==> src/common/drss_defines.svh <==
/*
  shared constants of the dual rail sequencer supervisor core.
  assumes a 50 MHz clock; included by bare name.
*/
`ifndef DRSS_DEFINES_SVH
`define DRSS_DEFINES_SVH
`define DRSS_CLK_HZ 50000000
`define DRSS_RELEASE_MS 120
`define DRSS_MS_PER_S 1000
`define DRSS_RELEASE_CYCLES ((`DRSS_CLK_HZ / `DRSS_MS_PER_S) * `DRSS_RELEASE_MS)
`define DRSS_SYNC_STAGES 2
`define DRSS_IN_WIDTH 8
// synchroniser reset: shutdown, order select and both clears at their idle high level
`define DRSS_SYNC_IDLE 8'hf0
`define DRSS_APB_STATUS 12'h000
`define DRSS_APB_MASK 12'h004
`define DRSS_APB_LEVEL 12'h008
`define DRSS_EV_WIDTH 4
`define DRSS_EV_RST_ASSERT 0
`define DRSS_EV_RST_RELEASE 1
`define DRSS_EV_PG1_FALL 2
`define DRSS_EV_RAIL2_FALL 3
`endif

==> src/common/drss_pkg.sv <==
/*
  types of the dual rail sequencer supervisor core.
  assumes drss_defines.svh is on the include path.
*/
`include "drss_defines.svh"
package drss_pkg;
  typedef enum logic [1:0] {DRSS_SLEEP, DRSS_FIRST, DRSS_BOTH} drss_seq_t;
  typedef struct packed {
    logic shutdownN;
    logic orderSelect;
    logic manualClearAN;
    logic manualClearBN;
    logic rail1At83;
    logic rail1At95;
    logic rail2At83;
    logic rail2At95;
  } drss_in_t;
  typedef struct packed {
    logic psel;
    logic penable;
    logic pwrite;
    logic [11:0] paddr;
    logic [31:0] pwdata;
  } drss_apb_req_t;
endpackage

==> src/design/drss_sync.sv <==
/*
  two flop synchroniser for a vector of level inputs.
  assumes one clock and a synchronous active-low reset.
*/
`timescale 1ns/1ns
`include "drss_defines.svh"
module drss_sync
#(
  parameter int WIDTH = `DRSS_IN_WIDTH,
  parameter logic [WIDTH-1:0] RESET_VALUE = '0
)
(
  input wire logic clock, // system clock
  input wire logic rst_n, // synchronous reset, low active
  input wire logic [WIDTH-1:0] din, // asynchronous levels
  output logic [WIDTH-1:0] dout // synchronised levels
);
  logic [WIDTH-1:0] stage1;
  logic [WIDTH-1:0] next_stage1;
  logic [WIDTH-1:0] next_dout;

  if (WIDTH < 1)
  begin
    $error("drss_sync width must be positive");
  end

  // stage one feeds only stage two, never any logic
  always_comb
  begin
    next_stage1 = din;
    next_dout = stage1;
  end

  always_ff @(posedge clock)
  begin
    if (!rst_n)
    begin
      stage1 <= RESET_VALUE;
      dout <= RESET_VALUE;
    end
    else
    begin
      stage1 <= next_stage1;
      dout <= next_dout;
    end
  end
endmodule

==> src/design/drss_core.sv <==
/*
  sequencer and supervisor core of a dual rail regulator with an apb
  status window and one interrupt line.
  assumes comparator levels from outside, the open-drain pins resolved
  by the bench from the enables, and a free-running 50 MHz clock.
*/
`timescale 1ns/1ns
`include "drss_defines.svh"
module drss_core
import drss_pkg::*;
#(
  parameter int RELEASE_CYCLES = `DRSS_RELEASE_CYCLES
)
(
  input wire logic clock, // 50 MHz free-running clock
  input wire logic rst_n, // synchronous reset, low active
  input wire logic shutdownN, // low enables the device
  input wire logic orderSelect, // high: rail two first
  input wire logic manualClearAN, // manual clear a, low active
  input wire logic manualClearBN, // manual clear b, low active
  input wire logic rail1At83, // rail one above 83 percent
  input wire logic rail1At95, // rail one above 95 percent
  input wire logic rail2At83, // rail two above 83 percent
  input wire logic rail2At95, // rail two above 95 percent
  output logic rail1Enable, // rail one regulator on
  output logic rail2Enable, // rail two regulator on
  output logic railOneGoodOe, // low releases rail one good pin
  output logic supervisorOe, // low releases supervisor reset pin
  output logic sleeping, // low current sleep state
  input wire logic psel, // apb select
  input wire logic penable, // apb enable
  input wire logic pwrite, // apb write
  input wire logic [11:0] paddr, // apb byte address
  input wire logic [31:0] pwdata, // apb write data
  output logic [31:0] prdata, // apb read data
  output logic pready, // apb ready
  output logic pslverr, // apb error on unmapped address
  output logic irq // level interrupt
);
  localparam int CW = $clog2(RELEASE_CYCLES + 1);
  localparam logic [CW-1:0] LAST = CW'(RELEASE_CYCLES - 1);

  drss_in_t raw;
  drss_in_t syn;
  drss_seq_t state;
  drss_seq_t next_state;
  logic firstIsRail2;
  logic next_firstIsRail2;
  logic [CW-1:0] delayCount;
  logic [CW-1:0] next_delayCount;
  logic resetReleased;
  logic next_resetReleased;
  logic next_rail1Enable;
  logic next_rail2Enable;
  logic next_railOneGoodOe;
  logic next_supervisorOe;
  logic next_sleeping;
  logic [`DRSS_EV_WIDTH-1:0] status;
  logic [`DRSS_EV_WIDTH-1:0] next_status;
  logic [`DRSS_EV_WIDTH-1:0] mask;
  logic [`DRSS_EV_WIDTH-1:0] next_mask;
  logic [`DRSS_EV_WIDTH-1:0] events;
  logic [31:0] next_prdata;
  logic next_pready;
  logic next_pslverr;
  logic next_irq;
  logic releaseCond;
  logic prevPg1;
  logic prevRail2;
  logic next_prevPg1;
  logic next_prevRail2;
  logic access;
  logic wrStatus;
  logic wrMask;
  logic mapped;

  // the release check below watches eight cycles, so delays of eight cycles or fewer are refused
  if (RELEASE_CYCLES < 9)
  begin
    $error("release delay must be at least nine cycles");
  end

  // idle levels of a sleeping, unclocked device are shutdown high and clears high
  assign raw = '{shutdownN, orderSelect, manualClearAN, manualClearBN, rail1At83, rail1At95, rail2At83, rail2At95};

  drss_sync #(.WIDTH(`DRSS_IN_WIDTH), .RESET_VALUE(`DRSS_SYNC_IDLE)) u_sync
  (
    .clock(clock),
    .rst_n(rst_n),
    .din(raw),
    .dout(syn)
  );

  // power-up order; the order is latched on wake so a mid-run toggle cannot glitch rails
  always_comb
  begin
    next_state = state;
    next_firstIsRail2 = firstIsRail2;
    next_rail1Enable = 1'b0;
    next_rail2Enable = 1'b0;
    next_sleeping = 1'b0;
    case (state)
      DRSS_SLEEP:
      begin
        next_sleeping = 1'b1;
        if (!syn.shutdownN)
        begin
          next_state = DRSS_FIRST;
          next_firstIsRail2 = syn.orderSelect;
          next_sleeping = 1'b0;
        end
      end
      DRSS_FIRST, DRSS_BOTH:
      begin
        // rail two first, rail one gated by rail two at 83 percent
        // rail one drops whenever rail two falls under 83 percent
        if (firstIsRail2)
        begin
          next_rail2Enable = 1'b1;
          next_rail1Enable = syn.rail2At83;
          next_state = syn.rail2At83 ? DRSS_BOTH : DRSS_FIRST;
        end
        // rail two waits for rail one at 83 percent, then stays on
        else
        begin
          next_rail1Enable = 1'b1;
          next_rail2Enable = (state == DRSS_BOTH) || syn.rail1At83;
          next_state = next_rail2Enable ? DRSS_BOTH : DRSS_FIRST;
        end
      end
      default:
      begin
        next_state = DRSS_SLEEP;
      end
    endcase
    if (syn.shutdownN)
    begin
      next_state = DRSS_SLEEP;
      next_rail1Enable = 1'b0;
      next_rail2Enable = 1'b0;
      next_sleeping = 1'b1;
    end
  end

  always_ff @(posedge clock)
  begin
    if (!rst_n)
    begin
      state <= DRSS_SLEEP;
      firstIsRail2 <= 1'b1;
      rail1Enable <= 1'b0;
      rail2Enable <= 1'b0;
      sleeping <= 1'b1;
    end
    else
    begin
      state <= next_state;
      firstIsRail2 <= next_firstIsRail2;
      rail1Enable <= next_rail1Enable;
      rail2Enable <= next_rail2Enable;
      sleeping <= next_sleeping;
    end
  end

  // release condition uses rail two, both manual clears and shutdown low
  assign releaseCond = syn.rail2At95 && syn.manualClearAN && syn.manualClearBN && !syn.shutdownN;

  // supervisor and power good pins
  always_comb
  begin
    next_delayCount = delayCount;
    next_resetReleased = resetReleased;
    // restart on any drop, cleared in shutdown
    if (!releaseCond)
    begin
      next_delayCount = '0;
      next_resetReleased = 1'b0;
    end
    // release only after the full delay
    else if (!resetReleased)
    begin
      if (delayCount == LAST)
      begin
        next_resetReleased = 1'b1;
      end
      else
      begin
        next_delayCount = delayCount + CW'(1);
      end
    end
    // rail two low asserts reset at once
    next_supervisorOe = !next_resetReleased;
    // release good once rail one at 95 percent
    // drive good low under 95 percent
    next_railOneGoodOe = !(syn.rail1At95 && !syn.shutdownN);
  end

  always_ff @(posedge clock)
  begin
    if (!rst_n)
    begin
      delayCount <= '0;
      resetReleased <= 1'b0;
      supervisorOe <= 1'b1; // both pins pulled low while the block is held in reset
      railOneGoodOe <= 1'b1;
    end
    else
    begin
      delayCount <= next_delayCount;
      resetReleased <= next_resetReleased;
      supervisorOe <= next_supervisorOe;
      railOneGoodOe <= next_railOneGoodOe;
    end
  end

  // apb slave with one wait state; writes land at the edge that samples pready high
  assign access = psel && penable && !pready;
  assign mapped = (paddr == `DRSS_APB_STATUS) || (paddr == `DRSS_APB_MASK) || (paddr == `DRSS_APB_LEVEL);
  assign wrStatus = psel && penable && pready && pwrite && (paddr == `DRSS_APB_STATUS);
  assign wrMask = psel && penable && pready && pwrite && (paddr == `DRSS_APB_MASK);

  // events: reset asserted, reset released, good fell, rail two fell
  always_comb
  begin
    events = '0;
    events[`DRSS_EV_RST_ASSERT] = resetReleased && !next_resetReleased;
    events[`DRSS_EV_RST_RELEASE] = !resetReleased && next_resetReleased;
    events[`DRSS_EV_PG1_FALL] = prevPg1 && !syn.rail1At95;
    events[`DRSS_EV_RAIL2_FALL] = prevRail2 && !syn.rail2At95;
    next_prevPg1 = syn.rail1At95;
    next_prevRail2 = syn.rail2At95;
    next_mask = wrMask ? pwdata[`DRSS_EV_WIDTH-1:0] : mask;
    // set wins over a write-one clear in the same cycle
    next_status = (wrStatus ? (status & ~pwdata[`DRSS_EV_WIDTH-1:0]) : status) | events;
    next_irq = |(next_status & next_mask);
    next_pready = access;
    next_pslverr = access && !mapped;
    next_prdata = '0;
    if (access && !pwrite)
    begin
      case (paddr)
        `DRSS_APB_STATUS: next_prdata = {28'h0000000, status};
        `DRSS_APB_MASK: next_prdata = {28'h0000000, mask};
        `DRSS_APB_LEVEL: next_prdata = {25'h0, sleeping, firstIsRail2, rail1Enable, rail2Enable,
                                         !railOneGoodOe, !supervisorOe, syn.shutdownN};
        default: next_prdata = '0;
      endcase
    end
  end

  always_ff @(posedge clock)
  begin
    if (!rst_n)
    begin
      status <= '0;
      mask <= '0;
      prevPg1 <= 1'b0;
      prevRail2 <= 1'b0;
      irq <= 1'b0;
      pready <= 1'b0;
      pslverr <= 1'b0;
      prdata <= '0;
    end
    else
    begin
      status <= next_status;
      mask <= next_mask;
      prevPg1 <= next_prevPg1;
      prevRail2 <= next_prevRail2;
      irq <= next_irq;
      pready <= next_pready;
      pslverr <= next_pslverr;
      prdata <= next_prdata;
    end
  end

  sleep_rails_off_a: assert property (@(posedge clock) disable iff (!rst_n)
    syn.shutdownN |=> !rail1Enable && !rail2Enable && sleeping)
    else $error("rail enabled during shutdown");
  wake_from_sleep_a: assert property (@(posedge clock) disable iff (!rst_n)
    (state == DRSS_SLEEP && !syn.shutdownN) |=> !sleeping)
    else $error("no wake on shutdown low");
  // rail one follows rail two threshold
  rail1_gated_a: assert property (@(posedge clock) disable iff (!rst_n)
    (state != DRSS_SLEEP && firstIsRail2 && !syn.rail2At83 && !syn.shutdownN) |=> !rail1Enable)
    else $error("rail one on while rail two low");
  // rail two waits for rail one
  rail2_waits_a: assert property (@(posedge clock) disable iff (!rst_n)
    (state == DRSS_FIRST && !firstIsRail2 && !syn.rail1At83) |=> !rail2Enable)
    else $error("rail two on before rail one");
  good_follows_a: assert property (@(posedge clock) disable iff (!rst_n)
    !syn.rail1At95 |=> railOneGoodOe)
    else $error("good released with rail one low");
  good_release_a: assert property (@(posedge clock) disable iff (!rst_n)
    (syn.rail1At95 && !syn.shutdownN) |=> !railOneGoodOe)
    else $error("good not released with rail one up");
  // manual clear forces reset within pipeline latency
  clear_resets_a: assert property (@(posedge clock) disable iff (!rst_n)
    !syn.manualClearAN || !syn.manualClearBN |=> supervisorOe)
    else $error("reset not asserted by manual clear");
  reset_on_fall_a: assert property (@(posedge clock) disable iff (!rst_n)
    !syn.rail2At95 |=> supervisorOe)
    else $error("reset not asserted on rail two fall");
  // reset stays asserted before full delay
  release_delay_a: assert property (@(posedge clock) disable iff (!rst_n)
    $rose(releaseCond) |=> supervisorOe [*8])
    else $error("reset released too early");
  count_restart_a: assert property (@(posedge clock) disable iff (!rst_n)
    !releaseCond |=> delayCount == '0)
    else $error("delay counter not cleared");
endmodule

==> config.mk <==
export PLATFORM = sky130hd
export DESIGN_NAME = drss_core
export DESIGN_NICKNAME = d
export VERILOG_FILES = /design/src/common/drss_pkg.sv /design/src/design/drss_sync.sv /design/src/design/drss_core.sv
export VERILOG_INCLUDE_DIRS = /design/src /design/src/common
export SDC_FILE = /design/constraint.sdc
export NUM_CORES = 1
export LEC_CHECK = 0
export BUFFER_PORTS_ARGS = -buffer_cell sky130_fd_sc_hd__buf_2
export CAP_MARGIN = 40
export CELL_PAD_IN_SITES_DETAIL_PLACEMENT = 1
export CELL_PAD_IN_SITES_GLOBAL_PLACEMENT = 1
export CORE_MARGIN = 8
export CORE_UTILIZATION = 30
export CTS_CLUSTER_SIZE = 8
export DETAILED_ROUTE_END_ITERATION = 8
export HOLD_SLACK_MARGIN = 0.03
export MAX_ROUTING_LAYER = met4
export PLACE_DENSITY_LB_ADDON = 0.1
export SLEW_MARGIN = 0
export SYNTH_ARGS = -nofsm -noshare
export SYNTH_HDL_FRONTEND = slang
export SYNTH_SLANG_ARGS = --single-unit
==> constraint.sdc <==
create_clock -name clock -period 1.7 [get_ports clock]
set_input_delay 0.255 -clock clock [delete_from_list [all_inputs] [get_ports clock]]
set_output_delay 0.255 -clock clock [all_outputs]
set_load 0.1 [all_outputs]
==> impl_metrics.env, run 1 <==
export IMPL_ys_seq_area_share_pct=45.50
export IMPL_grt_pass1_vias=2533
export IMPL_max_freq_ghz=0.5479
export IMPL_synth_compound_area_share_pct=6.524
export IMPL_die_w_um=115.9
export IMPL_synthMuxAreaShare_pct=2.384
export IMPL_synthArstFlopShare_pct=0
export IMPL_hold_viol=0
export IMPL_yosys_area_top_type="dfxtp_1"
export IMPL_yosys_warnings=0
export IMPL_p_comb_share_pct=11.4
export IMPL_holdPathStages=2
export IMPL_synth_commonest_cells="dfxtp_1 (68), nor2_1 (31), buf_4 (26)"
export IMPL_clkSlewWorstSetupHoldPaths_ns=0.08
export IMPL_cp_max_fo=3
export IMPL_r2r_start="delayCount[7]"
export IMPL_synthSimpleGateAreaFrac_pct=28.06
export IMPL_firstDrtPassIters=4
export IMPL_synth_flop_cell="dfxtp_1"
export IMPL_dp_hpwl_um=5284
export IMPL_rsz0062_at_grt="yes"
export IMPL_synthTopCellsByArea="dfxtp_1 (46%), buf_4 (6.5%), xor2_1 (5.6%)"
export IMPL_endpoint_kind="register"
export IMPL_switchingPower_mw=1.011
export IMPL_dieArea_um2=13420
export IMPL_drive_gt1_share_pct=33.57
export IMPL_p_int_mw=2.381
export IMPL_synthAdderAreaFrac_pct=1.673
export IMPL_synthCells=316
export IMPL_critPathKind="register to register"
export IMPL_fillers=1150
export IMPL_drc=0
export IMPL_clock_latency_ns=0.35
export IMPL_setup_viol=24
export IMPL_crit_path_top_delay_cell="or4_4"
export IMPL_final_max_slew_viol_count=0
export IMPL_cpPeakStageDelay_ns=0.54
export IMPL_yosysMostFrequentCell="dfxtp_1"
export IMPL_cts_path_max_buffers=2
export IMPL_synth_cell_types=47
export IMPL_root_buffer="clkbuf_8"
export IMPL_drv_cap=0
export IMPL_run_status="finished with violations"
export IMPL_fin_crit_sh_pct=107.4
export IMPL_routed_wirelength_um=7186
export IMPL_power_leakage_nw=1.625
export IMPL_grt_max_degree=31
export IMPL_antenna_found_initial=0
export IMPL_final_setup_tns_ns=-1.720
export IMPL_vias_per_cell=4.388
export IMPL_core_um2=9729
export IMPL_avgSynthCellArea_um2=9.467
export IMPL_htreeDepth=3
export IMPL_yosys_area_share_xor_xnor_pct=6.441
export IMPL_area_delta_synth_final_pct=30.49
export IMPL_total_power_mw=3.392
export IMPL_cts_tree="built"
export IMPL_yosys_register_bits=68
export IMPL_holdPathEnd="u_sync.next_dout[6]"
export IMPL_grtUsageTotal_pct=11.64
export IMPL_p_seq_share_pct=47.9
export IMPL_startpoint_type="register"
export IMPL_skew_ns=0.01173
export IMPL_synth_top_family_by_area="simple AND/OR/NAND/NOR gates"
export IMPL_overflow=0
export IMPL_crit_chain="or4_4, nor4_4, buf_4, a211oi_4, buf_6, nand3_2, xor2_1, nor2_1"
export IMPL_dieHeight_um=115.9
export IMPL_portBuffers=43
export IMPL_wl_per_cell_um=13.14
export IMPL_clkPwrFrac_pct=40.7
export IMPL_synth_top_cell_area_share_pct=45.50
export IMPL_violations="negative setup slack"
export IMPL_num_io_pins=97
export IMPL_placementRows=36
export IMPL_start_util_pct=30.75
export IMPL_min_delay_start="orderSelect"
export IMPL_final_nets=470
export IMPL_cp_arrival_ns=2.06
export IMPL_antenna_left=0
export IMPL_numCtsBuffers=9
export IMPL_ir_drop_v=0.0005200
export IMPL_finalCriticalPeriod_ns=1.825
export IMPL_r2r_worst_path_cells=8
export IMPL_fin_ws_ns=-0.1253
export IMPL_regToRegEndpoint="delayCount[13]"
export IMPL_vias=2400
export IMPL_cts_sink_count=68
export IMPL_hold_ws_ns=0.08113
export IMPL_drt_iter0_markers=51
export IMPL_grt_first_pass_wirelength_um=12070
export IMPL_swShare_pct=29.81
export IMPL_diodes=0
export IMPL_power_density_nw_per_um2=868.9
export IMPL_worstPathRequired_ns=1.94
export IMPL_min_path_type="input pin to register"
export IMPL_r2r_slack_ns=-0.13
export IMPL_synth_edf_count=0
export IMPL_syn_area_um2=2992
export IMPL_gp_congestion=0.7209
## cell families after synthesis
family	Yosys count
multiplexers	7
flip-flops	68
AO/OA/AOI/OAI	26
other	1
buffers and inverters	46
AND/OR/NAND/NOR	142
XOR/XNOR	22
adder cells (fa/ha/maj)	4
## metal layers
layer | up-vias | track usage, % | share of wire [%]
met4 | 0 | 4.927 | 1.6
met1 | 1116 | 14.61 | 51
met5 | - | - | 0
met3 | 9 | 3.387 | 5.8
li1 | 1215 | - | -
met2 | 60 | 17.03 | 42
## timing repair
action                                  4_1_cts  5_1_grt
endpoints found under the setup margin       25       26
setup buffers                                 8        1
pin swaps                                    22        7
resized for setup                             6        4
hold buffers                                  0        0
gates cloned                                  1        0
## power by group through the flow
stage	Sequential, mW	Clock (mW)	Combinational, mW
3_5_place_dp	1.66	0	0.387
2_1_floorplan	1.68	0	0.342
6_report	1.63	1.38	0.387
4_1_cts	1.63	1.43	0.388
5_1_grt	1.63	1.51	0.408
3_3_place_gp	1.66	0	0.384
## worst max-delay path: cells and delay by family, from the launching register on
| kind | cells | cell delay (ns) |
|---|---|---|
| buffers and inverters | 2 | 0.32 |
| AO/OA/AOI/OAI | 1 | 0.06 |
| AND/OR/NAND/NOR | 4 | 0.84 |
| flip-flops | 1 | 0.32 |
| XOR/XNOR | 1 | 0.17 |
## placed cells by master, fill, tap and decap left out, drive strengths merged, types with 5 or more instances in the layout
cell     n
and2    17
nand2b  11
buf     92
dfxtp   68
nand3   16
nand2   16
clkbuf   9
a21boi   5
and3     9
mux2i    6
o21ai    5
nor2    31
nor2b    5
nor3     6
inv     15
xor2    19
nand4   13
conb    25
## flip-flops by register name, indices dropped and copies added (netlist names)
name              count
delayCount           23
u_sync.dout           8
u_sync.next_dout      8
prdata                7
mask                  4
status                4
state                 2
firstIsRail2          1
irq                   1
pready                1
prevPg1               1
prevRail2             1
pslverr               1
rail1Enable           1
rail2Enable           1
railOneGoodOe         1
resetReleased         1
sleeping              1
supervisorOe          1
## worst max path at each step
stage / startpoint / endpoint / slack, ns
4_1_cts: delayCount[7] / delayCount[21] / -0.12
5_1_grt: delayCount[7] / delayCount[19] / -0.21
6_report: delayCount[7] / delayCount[13] / -0.13
2_1_floorplan: pready / irq / -0.15
3_3_place_gp: paddr[5] / irq / -0.31
3_5_place_dp: paddr[5] / irq / -0.31
## layout make-up
cell class | instances | area, um2 | share of cell area [%]
multi-input cells | 227 | 1530 | 39.20
flip-flops and latches | 68 | 1368 | 35.03
repair buffers | 92 | 594.3 | 15.22
well taps | 133 | 166.4 | 4.263
clock buffers | 9 | 123.9 | 3.173
clock inverters | 7 | 80.08 | 2.051
inverters | 11 | 41.29 | 1.058
## metrics by stage
step | worst slack [ns] | cell area [um2] | utilization, % | std cells
2_1_floorplan | -0.1543 | 3131 | - | 340
3_3_place_gp | -0.3097 | 3576 | 36.75 | 521
3_5_place_dp | -0.3081 | 3576 | 36.75 | 521
4_1_cts | -0.1246 | 3877 | 39.85 | 546
5_1_grt | -0.2139 | 3904 | 40.12 | 547
6_report | -0.1253 | 3904 | 40.12 | 547
Power figures use the tool's default switching activity.
==> inputs of run 2 (changes only) <==
--- a/config.mk
+++ b/config.mk
@@ -8,15 +8,12 @@
 export LEC_CHECK = 0
 export BUFFER_PORTS_ARGS = -buffer_cell sky130_fd_sc_hd__buf_2
 export CAP_MARGIN = 40
-export CELL_PAD_IN_SITES_DETAIL_PLACEMENT = 1
-export CELL_PAD_IN_SITES_GLOBAL_PLACEMENT = 1
 export CORE_MARGIN = 8
 export CORE_UTILIZATION = 30
 export CTS_CLUSTER_SIZE = 8
 export DETAILED_ROUTE_END_ITERATION = 8
 export HOLD_SLACK_MARGIN = 0.03
 export MAX_ROUTING_LAYER = met4
-export PLACE_DENSITY_LB_ADDON = 0.1
 export SLEW_MARGIN = 0
 export SYNTH_ARGS = -nofsm -noshare
 export SYNTH_HDL_FRONTEND = slang
==> impl_metrics.env, run 2 (synthesis results as in run 1) <==
export IMPL_cp_arrival_ns=2.12
export IMPL_endpoint_kind="register"
export IMPL_antenna_left=0
export IMPL_fin_ws_ns=-0.1481
export IMPL_area_delta_synth_final_pct=27.81
export IMPL_power_density_nw_per_um2=888.0
export IMPL_grt_max_degree=19
export IMPL_crit_chain="or4_4, nor4_4, buf_4, nand2_2, o31ai_2, a221o_1"
export IMPL_top_register="delayCount"
export IMPL_met3WireLength_um=478
export IMPL_highest_layer="met4"
export IMPL_die_w_um=115.9
export IMPL_dieArea_um2=13420
export IMPL_holdPathStages=2
export IMPL_fin_crit_sh_pct=108.7
export IMPL_critPathKind="register to register"
export IMPL_htreeDepth=3
export IMPL_dieHeight_um=115.9
export IMPL_setup_viol=24
export IMPL_largest_register_ffs=23
export IMPL_crit_path_top_delay_cell="or4_4"
export IMPL_clock_latency_ns=0.33
export IMPL_r2r_start="delayCount[7]"
export IMPL_utilization_pct=39.30
export IMPL_grt_pass1_vias=2242
export IMPL_overflow=0
export IMPL_num_io_pins=97
export IMPL_min_path_type="input pin to register"
export IMPL_dp_hpwl_um=4880
export IMPL_route_layer_met1_wl_um=2995
export IMPL_antenna_found_initial=1
export IMPL_r2r_worst_path_cells=6
export IMPL_placementRows=36
export IMPL_postCtsHoldBufs=0
export IMPL_max_freq_ghz=0.5411
export IMPL_vias=2322
export IMPL_vias_per_cell=4.324
export IMPL_cts_tree="built"
export IMPL_cts_sink_count=68
export IMPL_regToRegEndpoint="irq"
export IMPL_wl_met2_um=2841
export IMPL_drt_iter0_markers=66
export IMPL_cp_max_fo=3
export IMPL_rsz0062_at_grt="yes"
export IMPL_holdPathEnd="u_sync.next_dout[4]"
export IMPL_hold_viol=0
export IMPL_core_um2=9729
export IMPL_numCtsBuffers=9
export IMPL_grt_first_pass_wirelength_um=10260
export IMPL_drive_gt1_share_pct=31.02
export IMPL_grtUsageTotal_pct=9.890
export IMPL_startpoint_type="register"
export IMPL_skew_ns=0.008114
export IMPL_final_setup_tns_ns=-1.579
export IMPL_finalCriticalPeriod_ns=1.848
export IMPL_mostFrequentLayoutCell="dfxtp_1"
export IMPL_worstPathRequired_ns=1.98
export IMPL_cts_path_max_buffers=2
export IMPL_drc=0
export IMPL_routed_wirelength_um=6390
export IMPL_final_nets=460
export IMPL_p_int_mw=2.497
export IMPL_portBuffers=43
export IMPL_power_leakage_nw=1.574
export IMPL_drv_cap=0
export IMPL_min_delay_start="manualClearBN"
export IMPL_wl_per_cell_um=11.90
export IMPL_firstDrtPassIters=4
export IMPL_p_comb_share_pct=11.3
export IMPL_root_buffer="clkbuf_8"
export IMPL_start_util_pct=30.75
export IMPL_cpPeakStageDelay_ns=0.54
export IMPL_final_max_slew_viol_count=0
export IMPL_clkSlewWorstSetupHoldPaths_ns=0.07
export IMPL_final_cell_mix="dfxtp_1 (65), buf_2 (43), buf_4 (37), nor2_1 (30), conb_1 (25)"
export IMPL_violations="negative setup slack"
export IMPL_run_status="finished with violations"
export IMPL_p_seq_share_pct=47.9
export IMPL_clkPwrFrac_pct=40.8
export IMPL_switchingPower_uw=898.9
export IMPL_r2r_slack_ns=-0.15
export IMPL_ir_drop_v=0.0002635
export IMPL_swShare_pct=26.47
export IMPL_gp_congestion=0.7976
[run 2: how the worst max path moves through the flow]
stage,from,endpoint,slack (ns),cells past startpoint
detailed placement,paddr[9],irq,-0.27,6
global placement,paddr[5],irq,-0.27,6
global route,delayCount[7],irq,-0.24,6
CTS,delayCount[7],delayCount[10],-0.12,7
finish,delayCount[7],irq,-0.15,6
floorplan,pready,irq,-0.15,5
[run 2: area by class of cell]
type | count | area (um2)
Fill cell | 978 | 5906
Multi-Input combinational cell | 227 | 1508
Sequential cell | 68 | 1368
Timing Repair Buffer | 82 | 533.0
Tap cell | 133 | 166.4
Clock buffer | 10 | 127.6
Clock inverter | 5 | 77.57
Inverter | 11 | 41.29
Antenna cell | 1 | 2.502
[run 2: critical path: cells and delay by family (launching register included)]
| kind | cells | cell delay (ns) |
|---|---|---|
| and+or+nand+nor | 3 | 0.82 |
| DFF | 1 | 0.33 |
| buffers and inverters | 1 | 0.21 |
| AOI/OAI and AO/OA | 2 | 0.44 |
[run 2: timing repair]
action                                  CTS  global route
pin swaps                                12             8
endpoints found under the setup margin   22            26
buffers inserted                          2             1
cloned                                    1             0
gates resized for setup                   1             3
[run 2: routing by layer]
layer	vias up	GRT usage, %
li1	1199	-
met1	1062	11.58
met2	55	15.30
met3	6	3.179
met4	0	4.149
met5	-	-
[run 2: power groups by stage]
stage          Combinational (mW)  Sequential [mW]  Clock, mW
2_1_floorplan               0.342             1.68          0
3_3_place_gp                0.380             1.66          0
3_5_place_dp                0.382             1.66          0
4_1_cts                     0.383             1.63       1.43
5_1_grt                     0.401             1.63       1.49
6_report                    0.384             1.63       1.38
[run 2: through the flow]
stage               cells  total power [mW]  hold WS, ns  instance area, um2  setup WS (ns)
floorplan             340             2.022       0.3565                3131        -0.1543
global placement      517             2.043       0.3926                3558        -0.2697
detailed placement    517             2.046       0.3991                3558        -0.2744
CTS                   535             3.439      0.08985                3801        -0.1185
global route          537             3.519      0.09207                3824        -0.2374
finish                537             3.395       0.1062                3824        -0.1481
==> inputs of run 3 (changes only) <==
--- a/config.mk
+++ b/config.mk
@@ -17,4 +17,5 @@
 export SLEW_MARGIN = 0
 export SYNTH_ARGS = -nofsm -noshare
 export SYNTH_HDL_FRONTEND = slang
+export SYNTH_HIERARCHICAL = 1
 export SYNTH_SLANG_ARGS = --single-unit
==> impl_metrics.env, run 3 <==
export IMPL_hold_viol=0
export IMPL_setup_viol=22
export IMPL_dieHeight_um=116.5
export IMPL_overflow=0
export IMPL_grt_max_degree=18
export IMPL_drv_cap=0
export IMPL_antenna_found_initial=0
export IMPL_max_freq_ghz=0.5029
export IMPL_fin_cells=573
export IMPL_synth_commonest_cells="dfxtp_1 (68), buf_4 (26), nand2_1 (24)"
export IMPL_vias=2666
export IMPL_dieArea_um2=13580
export IMPL_power_density_nw_per_um2=792.8
export IMPL_syn_area_um2=3032
export IMPL_synth_edf_count=0
export IMPL_cp_arrival_ns=2.27
export IMPL_yosys_area_top_type="dfxtp_1"
export IMPL_cts_sink_count=68
export IMPL_yosys_register_bits=68
export IMPL_fin_ws_ns=-0.2886
export IMPL_portBuffers=43
export IMPL_min_path_type="input pin to register"
export IMPL_dp_hpwl_um=5405
export IMPL_ys_seq_area_share_pct=44.90
export IMPL_critPathKind="register to register"
export IMPL_placementRows=36
export IMPL_grt_first_pass_wirelength_um=12190
export IMPL_numCtsBuffers=9
export IMPL_run_status="finished with violations"
export IMPL_crit_path_top_delay_cell="a2111o_1"
export IMPL_cts_path_max_buffers=2
export IMPL_drt_iter0_markers=148
export IMPL_final_nets=496
export IMPL_crit_chain="ha_4, and4_4, and3_4, a2111o_1, buf_6, or3_4, a21oi_2"
export IMPL_cts_tree="built"
export IMPL_top_register="delayCount"
export IMPL_routed_wirelength_um=7745
export IMPL_clkSlewWorstSetupHoldPaths_ns=0.08
export IMPL_mostFrequentLayoutCell="dfxtp_1"
export IMPL_startpoint_type="register"
export IMPL_gp_congestion=0.8133
export IMPL_grtUsageTotal_pct=11.62
export IMPL_dp_cells=544
export IMPL_endpoint_kind="register"
export IMPL_crit_family="simple AND/OR/NAND/NOR gates"
export IMPL_crit_buf_inv=1
export IMPL_synthCells=325
export IMPL_grt_pass1_vias=2645
export IMPL_postCtsHoldBufs=0
export IMPL_rsz0062_at_grt="yes"
export IMPL_diodes=0
export IMPL_total_power_mw=3.380
export IMPL_firstDrtPassIters=4
export IMPL_hold_ws_ns=0.08636
export IMPL_finalCriticalPeriod_ns=1.989
export IMPL_ir_drop_v=0.0004133
export IMPL_r2r_start="delayCount[1]"
export IMPL_drive_gt1_share_pct=42.05
export IMPL_utilization_pct=43.63
export IMPL_regToRegEndpoint="delayCount[12]"
export IMPL_yosys_warnings=6
export IMPL_clock_latency_ns=0.34
export IMPL_area_delta_synth_final_pct=40.65
export IMPL_skew_ns=0.007439
export IMPL_synthTopCellsByArea="dfxtp_1 (45%), buf_4 (6.4%), a21oi_1 (3.6%)"
export IMPL_synthArstFlopShare_pct=0
export IMPL_final_cell_mix="dfxtp_1 (58), buf_4 (54), buf_2 (43), conb_1 (25), nand2_1 (23)"
export IMPL_power_leakage_nw=1.803
export IMPL_holdPathEnd="u_sync/next_dout[6]"
export IMPL_root_buffer="clkbuf_8"
export IMPL_final_max_slew_viol_count=0
export IMPL_cp_max_fo=8
export IMPL_r2r_slack_ns=-0.29
export IMPL_num_io_pins=97
export IMPL_synth_top_cell_area_share_pct=44.90
export IMPL_start_util_pct=31.02
export IMPL_largest_register_ffs=23
export IMPL_holdPathStages=2
export IMPL_core_um2=9774
export IMPL_vias_per_cell=4.653
export IMPL_yosysMostFrequentCell="dfxtp_1"
export IMPL_htreeDepth=3
export IMPL_violations="negative setup slack"
export IMPL_synth_flop_cell="dfxtp_1"
export IMPL_avgSynthCellArea_um2=9.328
export IMPL_r2r_worst_path_cells=7
export IMPL_wl_per_cell_um=13.52
export IMPL_drc=0
export IMPL_antenna_left=0
export IMPL_cpPeakStageDelay_ns=0.48
export IMPL_fin_crit_sh_pct=117.0
export IMPL_crit_cells=7
export IMPL_worstPathRequired_ns=1.98
export IMPL_die_w_um=116.5
export IMPL_synth_cell_types=53
export IMPL_min_delay_start="orderSelect"
-- run 3: changes by cell type in the layout (fill, tap and decap cells not counted), sizes merged, moves of 9 or more --
cell,previous run,this run
buf,82,107
nor2,31,13
xor2,19,1
a21oi,5,22
nand3,16,5
or4,1,11
o31ai,2,11
-- run 3: metal layers --
metal	track usage, %	share of wire, %
met5	-	0
met4	5.359	1.7
met3	2.896	5.7
met2	18.03	48
met1	13.93	45
-- run 3: kinds of logic (layout without fill, tap and decap cells) --
kind of cell    Yosys count  count (layout)  share of synthesized area, %
simple gates            132             132                         27.03
flops                    68              68                         44.90
compound gates           59              60                         12.51
buf+inv                  49             139                         9.946
mux                       8               8                         2.683
fa+ha+maj                 4               4                         1.651
xor+xnor                  4               4                         1.156
other cells               1              25                        0.1237
-- run 3: worst max-delay path by stage --
stage,from,end,slack [ns]
2_1_floorplan,delayCount[0],delayCount[16],-0.17
3_3_place_gp,delayCount[0],delayCount[8],-0.29
3_5_place_dp,delayCount[0],delayCount[12],-0.33
4_1_cts,delayCount[1],delayCount[12],-0.27
5_1_grt,delayCount[0],delayCount[12],-0.35
6_report,delayCount[1],delayCount[12],-0.29
-- run 3: final cells by class --
cell class	count	area, um2
multi-input combinational	233	1703
fill	947	5510
timing repair buffer	107	750.7
inverter	16	60.06
tap	133	166.4
clock inverter	7	83.83
clock buffer	9	123.9
sequential	68	1376
-- run 3: repair_timing --
item | CTS | global route
endpoints found under the setup margin | 23 | 23
cloned | 1 | 0
buffers inserted | 8 | 7
resized for setup | 36 | 22
pin swaps | 22 | 18
-- run 3: stage by stage --
stage | worst slack [ns] | setup TNS [ns] | cell area [um2]
2_1_floorplan | -0.1750 | -0.9950 | 3149
3_3_place_gp | -0.2861 | -4.777 | 3680
3_5_place_dp | -0.3334 | -5.529 | 3680
4_1_cts | -0.2729 | -3.634 | 4109
5_1_grt | -0.3456 | -5.495 | 4264
6_report | -0.2886 | -4.099 | 4264
-- run 3: power breakdown --
part           internal (mW)  switching, mW  total (mW)
registers               1.62        0.00894        1.62
clock network          0.702          0.677        1.38
logic                 0.0623          0.315       0.377
